**src/tapc_pkg.sv**
```systemverilog
// package: constants and carrier types of the thermal alarm pin block
package tapc_pkg;
    // register offsets
    localparam logic [7:0] OFS_LIM_R1 = 8'h6A;
    localparam logic [7:0] OFS_LIM_LO = 8'h6B;
    localparam logic [7:0] OFS_LIM_R2 = 8'h6C;
    localparam logic [7:0] OFS_MASK2 = 8'h75;
    localparam logic [7:0] OFS_CFG3 = 8'h78;
    localparam logic [7:0] OFS_TMR = 8'h79;
    localparam logic [7:0] OFS_TLIM = 8'h7A;
    localparam logic [7:0] OFS_CFG5 = 8'h7C;
    localparam logic [7:0] OFS_CFG4 = 8'h7D;
    localparam logic [7:0] OFS_STAT2 = 8'h42;
    localparam logic [7:0] OFS_FREQ = 8'h5F;
    // field positions
    localparam int CFG3_TMR_EN = 1;
    localparam int CFG3_FULL_SPEED_OVERRIDE = 2;
    localparam int CFG5_BIDIR_LSB = 5;
    localparam int MASK2_TLIM = 5;
    localparam int STAT2_TLIM = 5;
    localparam logic [1:0] PINF_ALARM = 2'b00;
    localparam logic [1:0] PINF_SPD4 = 2'b01;
    // codes
    localparam logic [7:0] DUTY_FULL = 8'hFF;
    localparam logic [7:0] TEMP_SIGN = 8'h80;
    localparam logic [2:0] PWM_HIGH_SEL = 3'h7;
    localparam logic [15:0] PWM_LOW_BASE = 16'h0100;
    // timing: one timer step is 22.76 ms
    localparam int CLK_PERIOD_NS = 4;
    localparam int TMR_LSB_NS = 22760000;
    localparam int TMR_LSB_CYC = TMR_LSB_NS / CLK_PERIOD_NS;
    localparam int TMR_PRE_W = 23;
    // software registers
    typedef struct packed {
        logic [2:0][7:0] lim; // critical limits, remote1 local remote2
        logic [7:0] mask2;
        logic [7:0] cfg3;
        logic [7:0] cfg4;
        logic [7:0] cfg5;
        logic [7:0] tlim;
        logic [7:0] freq;
    } tapc_regs_t;
    // reset values
    localparam logic [7:0] RST_LIM = 8'h64;
    localparam logic [7:0] RST_CFG4 = 8'h01;
    localparam logic [7:0] RST_FREQ = 8'h04;
    localparam tapc_regs_t RST_REGS = '{lim: {RST_LIM, RST_LIM, RST_LIM},
        mask2: 8'h00, cfg3: 8'h00, cfg4: RST_CFG4, cfg5: 8'h00, tlim: 8'h00,
        freq: RST_FREQ};
    // one temperature reading, quarter degree fraction
    typedef struct packed {
        logic [7:0] whole;
        logic [1:0] frac;
    } tapc_temp_t;
    // main state
    typedef struct packed {
        tapc_regs_t regs;
        logic [7:0] rdata;
        logic [1:0] pin_sync;
        logic [2:0] over;
        logic drive;
        logic asrt_d;
        logic [2:0] fan_run;
        logic [2:0][7:0] duty;
        logic flag;
        logic alert;
        logic spd4;
    } tapc_state_t;
    // timer state
    typedef struct packed {
        logic [TMR_PRE_W-1:0] pre;
        logic [7:0] units;
        logic seen;
        logic [7:0] val;
    } tapc_tmr_t;
    // pwm state
    typedef struct packed {
        logic [15:0] pre;
        logic [7:0] cnt;
        logic out;
    } tapc_pwm_t;
endpackage

```
**src/tapc_top.sv**
```systemverilog
// thermal alarm pin control: limits, shared pin, timer, fan override
// Function
// - timer monitoring only when timer enable set
// - pin alarm role needs function select and enable
// - per channel bits let channel drive pin
// - external pull low is timed too
// - all channel bits clear: never drive pin
// - override on, fans running: full duty
// - fans stopped at assertion stay stopped
// - override off: duty left as set
// - mask bit suppresses timer limit alert
// - zero limit alerts on first assertion
// - drive low when above limit by quarter degree
// - stay low until temp at or below
// - hold low at least one monitoring cycle
// - three limit registers at consecutive addresses
// - lowest limit code disables that channel
// - timer enable clear disables pin alarm function
// - low frequency choices plus one high
// - four speed inputs, three drives
// - timer accumulates, clears on read, saturates
// - first assertion marks one, then steps
// - timer above limit sets flag, alerts
`timescale 1ns/100ps
module tapc_top import tapc_pkg::*; #(
    parameter int unsigned TIMER_LSB_CYC = TMR_LSB_CYC
) (
    // clock and reset
    input wire logic sys_clk,
    input wire logic rst_b,
    // register port from the serial bus engine
    input wire logic [7:0] reg_addr,
    input wire logic reg_wr,
    input wire logic reg_rd,
    input wire logic [7:0] reg_wdata,
    output logic [7:0] reg_rdata,
    // temperature readings
    input wire tapc_temp_t [2:0] temps,
    input wire logic mon_upd,
    input wire logic twos_mode,
    // fan settings from the speed control loop
    input wire logic [2:0][7:0] duty_req,
    // shared alarm pin, open drain
    input wire logic alarm_pin_i,
    output logic alarm_pin_o,
    output logic alarm_pin_oe_b,
    // results
    output logic [2:0][7:0] duty_eff,
    output logic [2:0] fan_drive,
    output logic fourth_speed_sense_input,
    output logic smb_alert_req,
    output logic timer_limit_flag
);
    tapc_state_t s, nxt; // state and next state
    logic role_on; // pin serves the alarm role
    logic asrt; // pin seen asserted
    logic rise; // first cycle of an assertion
    logic tmr_clr; // timer read strobe
    logic [7:0] tmr_val; // timer reading
    logic [7:0] rd_val; // read mux output
    logic [2:0] dis; // channel disabled by its limit
    logic [2:0] hot; // channel above its limit
    logic [2:0] full_speed_override; // fan forced to full duty

    // pin role and assertion from registered values, timer read strobe straight from the bus inputs
    always_comb begin
        // alarm role needs the select field and the enable bit
        role_on = s.regs.cfg3[CFG3_TMR_EN]
            && (s.regs.cfg4[1:0] == PINF_ALARM);
        // low on the synchronised pin, whoever pulls it
        asrt = role_on && !s.pin_sync[1];
        rise = asrt && !s.asrt_d;
        tmr_clr = reg_rd && (reg_addr == OFS_TMR);
    end

    // per channel limit compare
    always_comb begin
        for (int i = 0; i < 3; i++) begin
            // flip the sign bit so twos complement compares as unsigned
            dis[i] = (s.regs.lim[i] ^ (twos_mode ? TEMP_SIGN : 8'h00))
                == 8'h00;
            // any fraction above the limit means a quarter degree over
            hot[i] = {temps[i].whole ^ (twos_mode ? TEMP_SIGN : 8'h00),
                temps[i].frac}
                > {s.regs.lim[i] ^ (twos_mode ? TEMP_SIGN : 8'h00),
                2'b00};
        end
    end

    // read mux
    always_comb begin
        case (reg_addr)
            OFS_LIM_R1: begin
                rd_val = s.regs.lim[0];
            end
            OFS_LIM_LO: begin
                rd_val = s.regs.lim[1];
            end
            OFS_LIM_R2: begin
                rd_val = s.regs.lim[2];
            end
            OFS_MASK2: begin
                rd_val = s.regs.mask2;
            end
            OFS_CFG3: begin
                rd_val = s.regs.cfg3;
            end
            OFS_TMR: begin
                rd_val = tmr_val;
            end
            OFS_TLIM: begin
                rd_val = s.regs.tlim;
            end
            OFS_CFG5: begin
                rd_val = s.regs.cfg5;
            end
            OFS_CFG4: begin
                rd_val = s.regs.cfg4;
            end
            OFS_STAT2: begin
                rd_val = {2'b00, s.flag, 5'h00};
            end
            OFS_FREQ: begin
                rd_val = s.regs.freq;
            end
            default: begin
                rd_val = 8'h00; // unmapped reads zero
            end
        endcase
    end

    // next state
    always_comb begin
        nxt = s;
        // two flop synchroniser on the pin
        nxt.pin_sync = {s.pin_sync[0], alarm_pin_i};
        // register writes
        if (reg_wr) begin
            case (reg_addr)
                OFS_LIM_R1: begin
                    nxt.regs.lim[0] = reg_wdata;
                end
                OFS_LIM_LO: begin
                    nxt.regs.lim[1] = reg_wdata;
                end
                OFS_LIM_R2: begin
                    nxt.regs.lim[2] = reg_wdata;
                end
                OFS_MASK2: begin
                    nxt.regs.mask2 = reg_wdata;
                end
                OFS_CFG3: begin
                    nxt.regs.cfg3 = reg_wdata;
                end
                OFS_TLIM: begin
                    nxt.regs.tlim = reg_wdata;
                end
                OFS_CFG5: begin
                    nxt.regs.cfg5 = reg_wdata;
                end
                OFS_CFG4: begin
                    nxt.regs.cfg4 = reg_wdata;
                end
                OFS_FREQ: begin
                    nxt.regs.freq = reg_wdata;
                end
                default: begin
                    nxt.regs = s.regs; // read only or unmapped
                end
            endcase
        end
        // read data held until the next read
        if (reg_rd) begin
            nxt.rdata = rd_val;
        end
        // channels re-evaluated once per monitoring cycle only
        if (mon_upd) begin
            nxt.over = hot & ~dis;
        end
        // drive low only for channels enabled as sources
        nxt.drive = role_on
            && |(s.over & s.regs.cfg5[CFG5_BIDIR_LSB +: 3]);
        // fan override on assertion
        nxt.asrt_d = asrt;
        for (int i = 0; i < 3; i++) begin
            // running state caught at the start of the assertion
            if (rise) begin
                nxt.fan_run[i] = duty_req[i] != 8'h00;
            end
            full_speed_override[i] = asrt && s.regs.cfg3[CFG3_FULL_SPEED_OVERRIDE]
                && (rise ? duty_req[i] != 8'h00 : s.fan_run[i]);
            nxt.duty[i] = full_speed_override[i] ? DUTY_FULL : duty_req[i];
        end
        // status read clears the flag, a new excess wins
        if (reg_rd && reg_addr == OFS_STAT2) begin
            nxt.flag = 1'b0;
        end
        if (tmr_val > s.regs.tlim) begin
            nxt.flag = 1'b1;
        end
        nxt.alert = nxt.flag && !nxt.regs.mask2[MASK2_TLIM];
        // pin handed to speed sensing when so selected
        nxt.spd4 = (s.regs.cfg4[1:0] == PINF_SPD4) ? s.pin_sync[1] : 1'b1;
    end

    // state register
    always_ff @(posedge sys_clk) begin
        if (!rst_b) begin
            s <= '0;
            s.regs <= RST_REGS; // timer off, pin in speed sense role
            s.pin_sync <= 2'b11; // idle line is high
            s.spd4 <= 1'b1;
        end else begin
            s <= nxt;
        end
    end

    // cumulative assertion timer
    tapc_timer #(
        .LSB_CYC(TIMER_LSB_CYC)
    ) i_tapc_timer (
        .sys_clk(sys_clk),
        .rst_b(rst_b),
        .run(asrt),
        .clr(tmr_clr),
        .val(tmr_val)
    );

    // three drives, the third also feeds a fourth fan
    generate
        for (genvar g = 0; g < 3; g++) begin : g_fan
            tapc_pwm i_tapc_pwm (
                .sys_clk(sys_clk),
                .rst_b(rst_b),
                .duty(s.duty[g]),
                .freq_sel(s.regs.freq[2:0]),
                .pwm(fan_drive[g])
            );
        end
    endgenerate

    // outputs
    assign reg_rdata = s.rdata;
    assign alarm_pin_o = 1'b0; // open drain, only ever pulls low
    assign alarm_pin_oe_b = !s.drive;
    assign duty_eff = s.duty;
    assign fourth_speed_sense_input = s.spd4;
    assign smb_alert_req = s.alert;
    assign timer_limit_flag = s.flag;
endmodule // tapc_top

```
**src/tapc_timer.sv**
```systemverilog
// cumulative alarm assertion timer, clear on read, saturating
`timescale 1ns/100ps
module tapc_timer import tapc_pkg::*; #(
    parameter int unsigned LSB_CYC = TMR_LSB_CYC
) (
    // clock and reset
    input wire logic sys_clk,
    input wire logic rst_b,
    // control
    input wire logic run,
    input wire logic clr,
    // timer reading
    output logic [7:0] val
);
    tapc_tmr_t s, nxt; // state and next state

    // clear first, then accumulate so an assertion is never lost
    always_comb begin
        nxt = s;
        if (clr) begin
            nxt.units = 8'h00;
            nxt.seen = 1'b0;
            nxt.pre = '0;
        end
        if (run) begin
            nxt.seen = 1'b1;
            if (s.pre == TMR_PRE_W'(LSB_CYC - 1) && !clr) begin
                nxt.pre = '0;
                if (s.units != 8'hFF) begin
                    nxt.units = s.units + 8'h01;
                end
            end else if (!clr) begin
                nxt.pre = s.pre + 1'b1;
            end
        end
        // first assertion shows 1, later the step count
        nxt.val = !nxt.seen ? 8'h00 : (nxt.units == 8'h00 ? 8'h01 : nxt.units);
    end

    // state register
    always_ff @(posedge sys_clk) begin
        if (!rst_b) begin
            s <= '0;
        end else begin
            s <= nxt;
        end
    end

    assign val = s.val;
endmodule // tapc_timer

```
**src/tapc_pwm.sv**
```systemverilog
// one fan drive output with low frequency choices and one high frequency
`timescale 1ns/100ps
module tapc_pwm import tapc_pkg::*; (
    // clock and reset
    input wire logic sys_clk,
    input wire logic rst_b,
    // setting
    input wire logic [7:0] duty,
    input wire logic [2:0] freq_sel,
    // drive
    output logic pwm
);
    tapc_pwm_t s, nxt; // state and next state
    logic [15:0] lim; // prescale end value

    // prescaler steps the 256 slot duty counter
    always_comb begin
        nxt = s;
        if (freq_sel == PWM_HIGH_SEL) begin
            lim = 16'h0000; // high frequency, no prescale
        end else begin
            lim = (PWM_LOW_BASE << freq_sel) - 16'h0001; // low choices
        end
        if (s.pre >= lim) begin
            nxt.pre = 16'h0000;
            nxt.cnt = s.cnt + 8'h01;
        end else begin
            nxt.pre = s.pre + 16'h0001;
        end
        nxt.out = (duty == DUTY_FULL) || (s.cnt < duty);
    end

    // state register
    always_ff @(posedge sys_clk) begin
        if (!rst_b) begin
            s <= '0;
        end else begin
            s <= nxt;
        end
    end

    assign pwm = s.out;
endmodule // tapc_pwm

```
**config.mk**
```make
export PLATFORM = sky130hd
export DESIGN_NAME = tapc_top
export DESIGN_NICKNAME = d
export VERILOG_FILES = /design/src/tapc_pkg.sv /design/src/tapc_top.sv /design/src/tapc_timer.sv /design/src/tapc_pwm.sv
export SDC_FILE = /design/constraint.sdc
export NUM_CORES = 1
export LEC_CHECK = 0
export BUFFER_PORTS_ARGS = -buffer_cell sky130_fd_sc_hd__buf_2
export CAP_MARGIN = 40
export CORE_MARGIN = 4
export CORE_UTILIZATION = 38
export DETAILED_ROUTE_END_ITERATION = 8
export PLACE_DENSITY_LB_ADDON = 0.1
export SYNTH_ARGS = -nofsm -noshare
export SYNTH_HDL_FRONTEND = slang
export SYNTH_SLANG_ARGS = --single-unit
```
**constraint.sdc**
```tcl
create_clock -name sys_clk -period 7.05 [get_ports sys_clk]
set_input_delay 0 -clock sys_clk [delete_from_list [all_inputs] [get_ports sys_clk]]
set_output_delay 0 -clock sys_clk [all_outputs]
set_load 0.02 [all_outputs]
```
==> run metrics <==
fin nets 1748; initial antenna violation count 0; Max Clock Skew 20.3 ps; Antenna Nets Post-Route 0; asr flop ratio synth 0%; Util after Layout 44.9%; CTS tree yes; routed len/inst 15.2 um; Worst Path Required 7500 ps; Total Wirelength 30100 um; total gr overflow 0; non-filler cells, final 1986; Final setup viols 0; DRC 0; Tcrit/Tclk final 50.1%; Initial Util 38.5%; Critical Path Sink Type flip-flop; H-Tree Depth 1; Reg power frac 47.3%; post-synthesis sequential area ratio 38.2%; Slew @ Worst Pin 834 ps; final hold slack 36.7 ps; Fin Setup TNS 0 ps; Hold-fix buffers, CTS 44; post-CTS sizing 0; cell area after synthesis 12200 um^2; I/O pin count 117; cells after synthesis 1455; syn avg cell area 8.36 um^2; Longest Clk Path Bufs 3; mux cell area share after synthesis 4.95%; DR pass1 iterations 5; min-delay src temps[9]; xor-xnor portion of the synthesized cell area 5.40%; worst reg-to-reg setup slack 3520 ps; Syn. warnings 0; clock share of power 46.0%; top cells by area, synth dfxtp_1 (38%), ha_1 (10%), nor2_1 (6.7%); DP Cell Count 1898; DR iter-0 viols 618; Clock Latency Late Sink 530 ps; Chip Width 187 um; post-synthesis compound-gate area fraction 11.1%; share of Yosys cell area claimed by the top area cell type 38.2%; register bit total from synthesis 232; Post-CTS Setup Bufs 0; Via Count 10200; Netlist cell types 57; CP Max Fanout 14; reported max-cap violation count 0; Yosys top cell by area dfxtp_1; Post-synth EDFFs 0; adder-cell share of the synthesized area 10.5%; clk sink count 232; largest family of logic cells by synthesized area simple AND/OR/NAND/NOR gates; critical path class reg -> reg; Startpoint Class flip-flop; row count 65; Hold Path Sink s[32]; cts bufs inserted 27; most frequent cells in the layout dfxtp_1 (232), nor2_1 (216), buf_2 (116); cell leakage power 6.01 nW; port bufs 115; Core ar. 31600 um^2; Hold WC Path Type in -> reg; Worst R2R End g_fan[1].i_tapc_pwm.s[20]; crit path time final 3530 ps; Reg-to-Reg Start s[47]; worst relative slew slack 44.4%; die height 187 um; vias per cell 5.12; P&R area growth vs syn 16.4%; largest net degree at the start of global routing 76; Hold Path Depth 4; layout cells sized above 1 12.4%; commonest non-fill, non-tap cell in the layout dfxtp_1; Tot Pwr 2.85 mW; total power divided by cell area 201 nW/um^2; Sw Share 23.0%; post-synthesis simple-gate area fraction 23.6%; number of global-route vias before repair 9708; Total GRT Usage 16.8%; antenna cells 0; GP Congestion 0.781; first-pass GRT wire length 50100 um; clk root buf clkbuf_16; Fin. Hold Viols 0; Max Slew Vio Count 0; reg2reg path depth 10; Peak VDD IR 0.000153 V; DPL Wire Length 21400 um; status completed; cell-internal power 2.19 mW; Main synth FF type dfxtp_1; Sw Pwr 0.655 mW; combinational share of power 6.6%; clock slew at reported path FFs 60 ps; die area 34900 um^2; Arr. time, crit path 3980 ps; maximum clock frequency 283 MHz; RSZ-0062 raised after global routing false
per-layer routing:
layer / track usage, % / up-vias / part of all wire, %
li1: - / 5283 / -
met1: 23.8 / 4685 / 49
met2: 27.6 / 169 / 45
met3: 2.07 / 34 / 3.4
met4: 3.84 / 0 / 2.0
met5: 0 / - / 0
critical path: stages, from the launching register on:
cell,delay (ps)
dfxtp_1,490
nand3_1,250
o21ai_0,280
ha_1,350
a21o_1,180
a21o_1,170
a2111oi_0,410
o21ai_0,150
a31oi_1,500
nand2_1,470
nor2_1,200
kinds of logic after synthesis:
family,Yosys count
AO/OA/AOI/OAI,224
XOR/XNOR,75
adder cells (fa/ha/maj),102
buffers and inverters,165
flip-flops,232
multiplexers,59
other,1
AND/OR/NAND/NOR,597
worst max-delay path by stage:
stage               cells past startpoint   from                   endpoint  slack [ps]
floorplan                              13  s[47]  g_fan[1].i_tapc_pwm.s[15]        3930
global placement                       10  s[47]  g_fan[0].i_tapc_pwm.s[19]        3080
detailed placement                     10  s[47]  g_fan[1].i_tapc_pwm.s[17]        3490
CTS                                    10  s[47]  g_fan[1].i_tapc_pwm.s[20]        3480
global route                           10  s[47]  g_fan[1].i_tapc_pwm.s[11]        3090
finish                                 10  s[47]  g_fan[1].i_tapc_pwm.s[20]        3520
layout make-up:
cell class,count,area (um^2)
clock buffer,38,767
clock inverter,6,58.8
inverter,73,277
sequential,232,4640
timing repair buffer,174,1130
multi-input combinational,1061,6780
fill,3157,17400
tap,402,503
flip-flops by register name, indices dropped and copies added, names as in the netlist:
| name | flops |
|---|---|
| timer_limit_flag | 1 |
| nxt | 1 |
| g_fan.i_tapc_pwm.pwm | 3 |
| i_tapc_timer.val | 8 |
| s | 81 |
| duty_eff | 24 |
| reg_rdata | 8 |
| smb_alert_req | 1 |
| g_fan.i_tapc_pwm.s | 72 |
| i_tapc_timer.s | 32 |
| fourth_speed_sense_input | 1 |
stage by stage:
stage	area, um^2	setup WS (ps)
finish	14200	3520
global route	14200	3090
CTS	14200	3480
detailed placement	12900	3490
global placement	12900	3080
floorplan	12200	3930
Yosys cell counts, types with 2 or more instances:
| master | n |
|---|---|
| dfxtp_1 | 232 |
| nor2_1 | 216 |
| nand2_1 | 111 |
| ha_1 | 102 |
| nand3_1 | 91 |
| a21oi_1 | 87 |
| inv_1 | 73 |
| o21ai_0 | 59 |
| clkbuf_1 | 53 |
| mux2i_1 | 50 |
| xor2_1 | 42 |
| buf_4 | 36 |
| nand4_1 | 34 |
| xnor2_1 | 33 |
| or3_1 | 26 |
| nor4_1 | 23 |
| a21o_1 | 21 |
| and3_1 | 18 |
| a222oi_1 | 16 |
| a31oi_1 | 15 |
| nor3_1 | 15 |
| nand2b_1 | 13 |
| nor2b_1 | 10 |
| mux2_2 | 9 |
| o211ai_1 | 8 |
| nand3b_1 | 7 |
| or2_2 | 7 |
| a211oi_1 | 4 |
| nor4b_1 | 4 |
| a2111oi_0 | 3 |
| and2_1 | 3 |
| and4_1 | 3 |
| o21a_1 | 3 |
| a22oi_1 | 2 |
| a41o_1 | 2 |
| buf_1 | 2 |
| or3b_2 | 2 |
power groups by stage:
stage | sequential (mW) | clock, mW | combinational (mW)
2_1_floorplan | 1.37 | 0 | 0.119
3_3_place_gp | 1.38 | 0 | 0.170
3_5_place_dp | 1.37 | 0 | 0.172
4_1_cts | 1.35 | 1.35 | 0.191
5_1_grt | 1.35 | 1.41 | 0.213
6_report | 1.35 | 1.31 | 0.189
No activity file was read; power rests on OpenSTA's default activity.
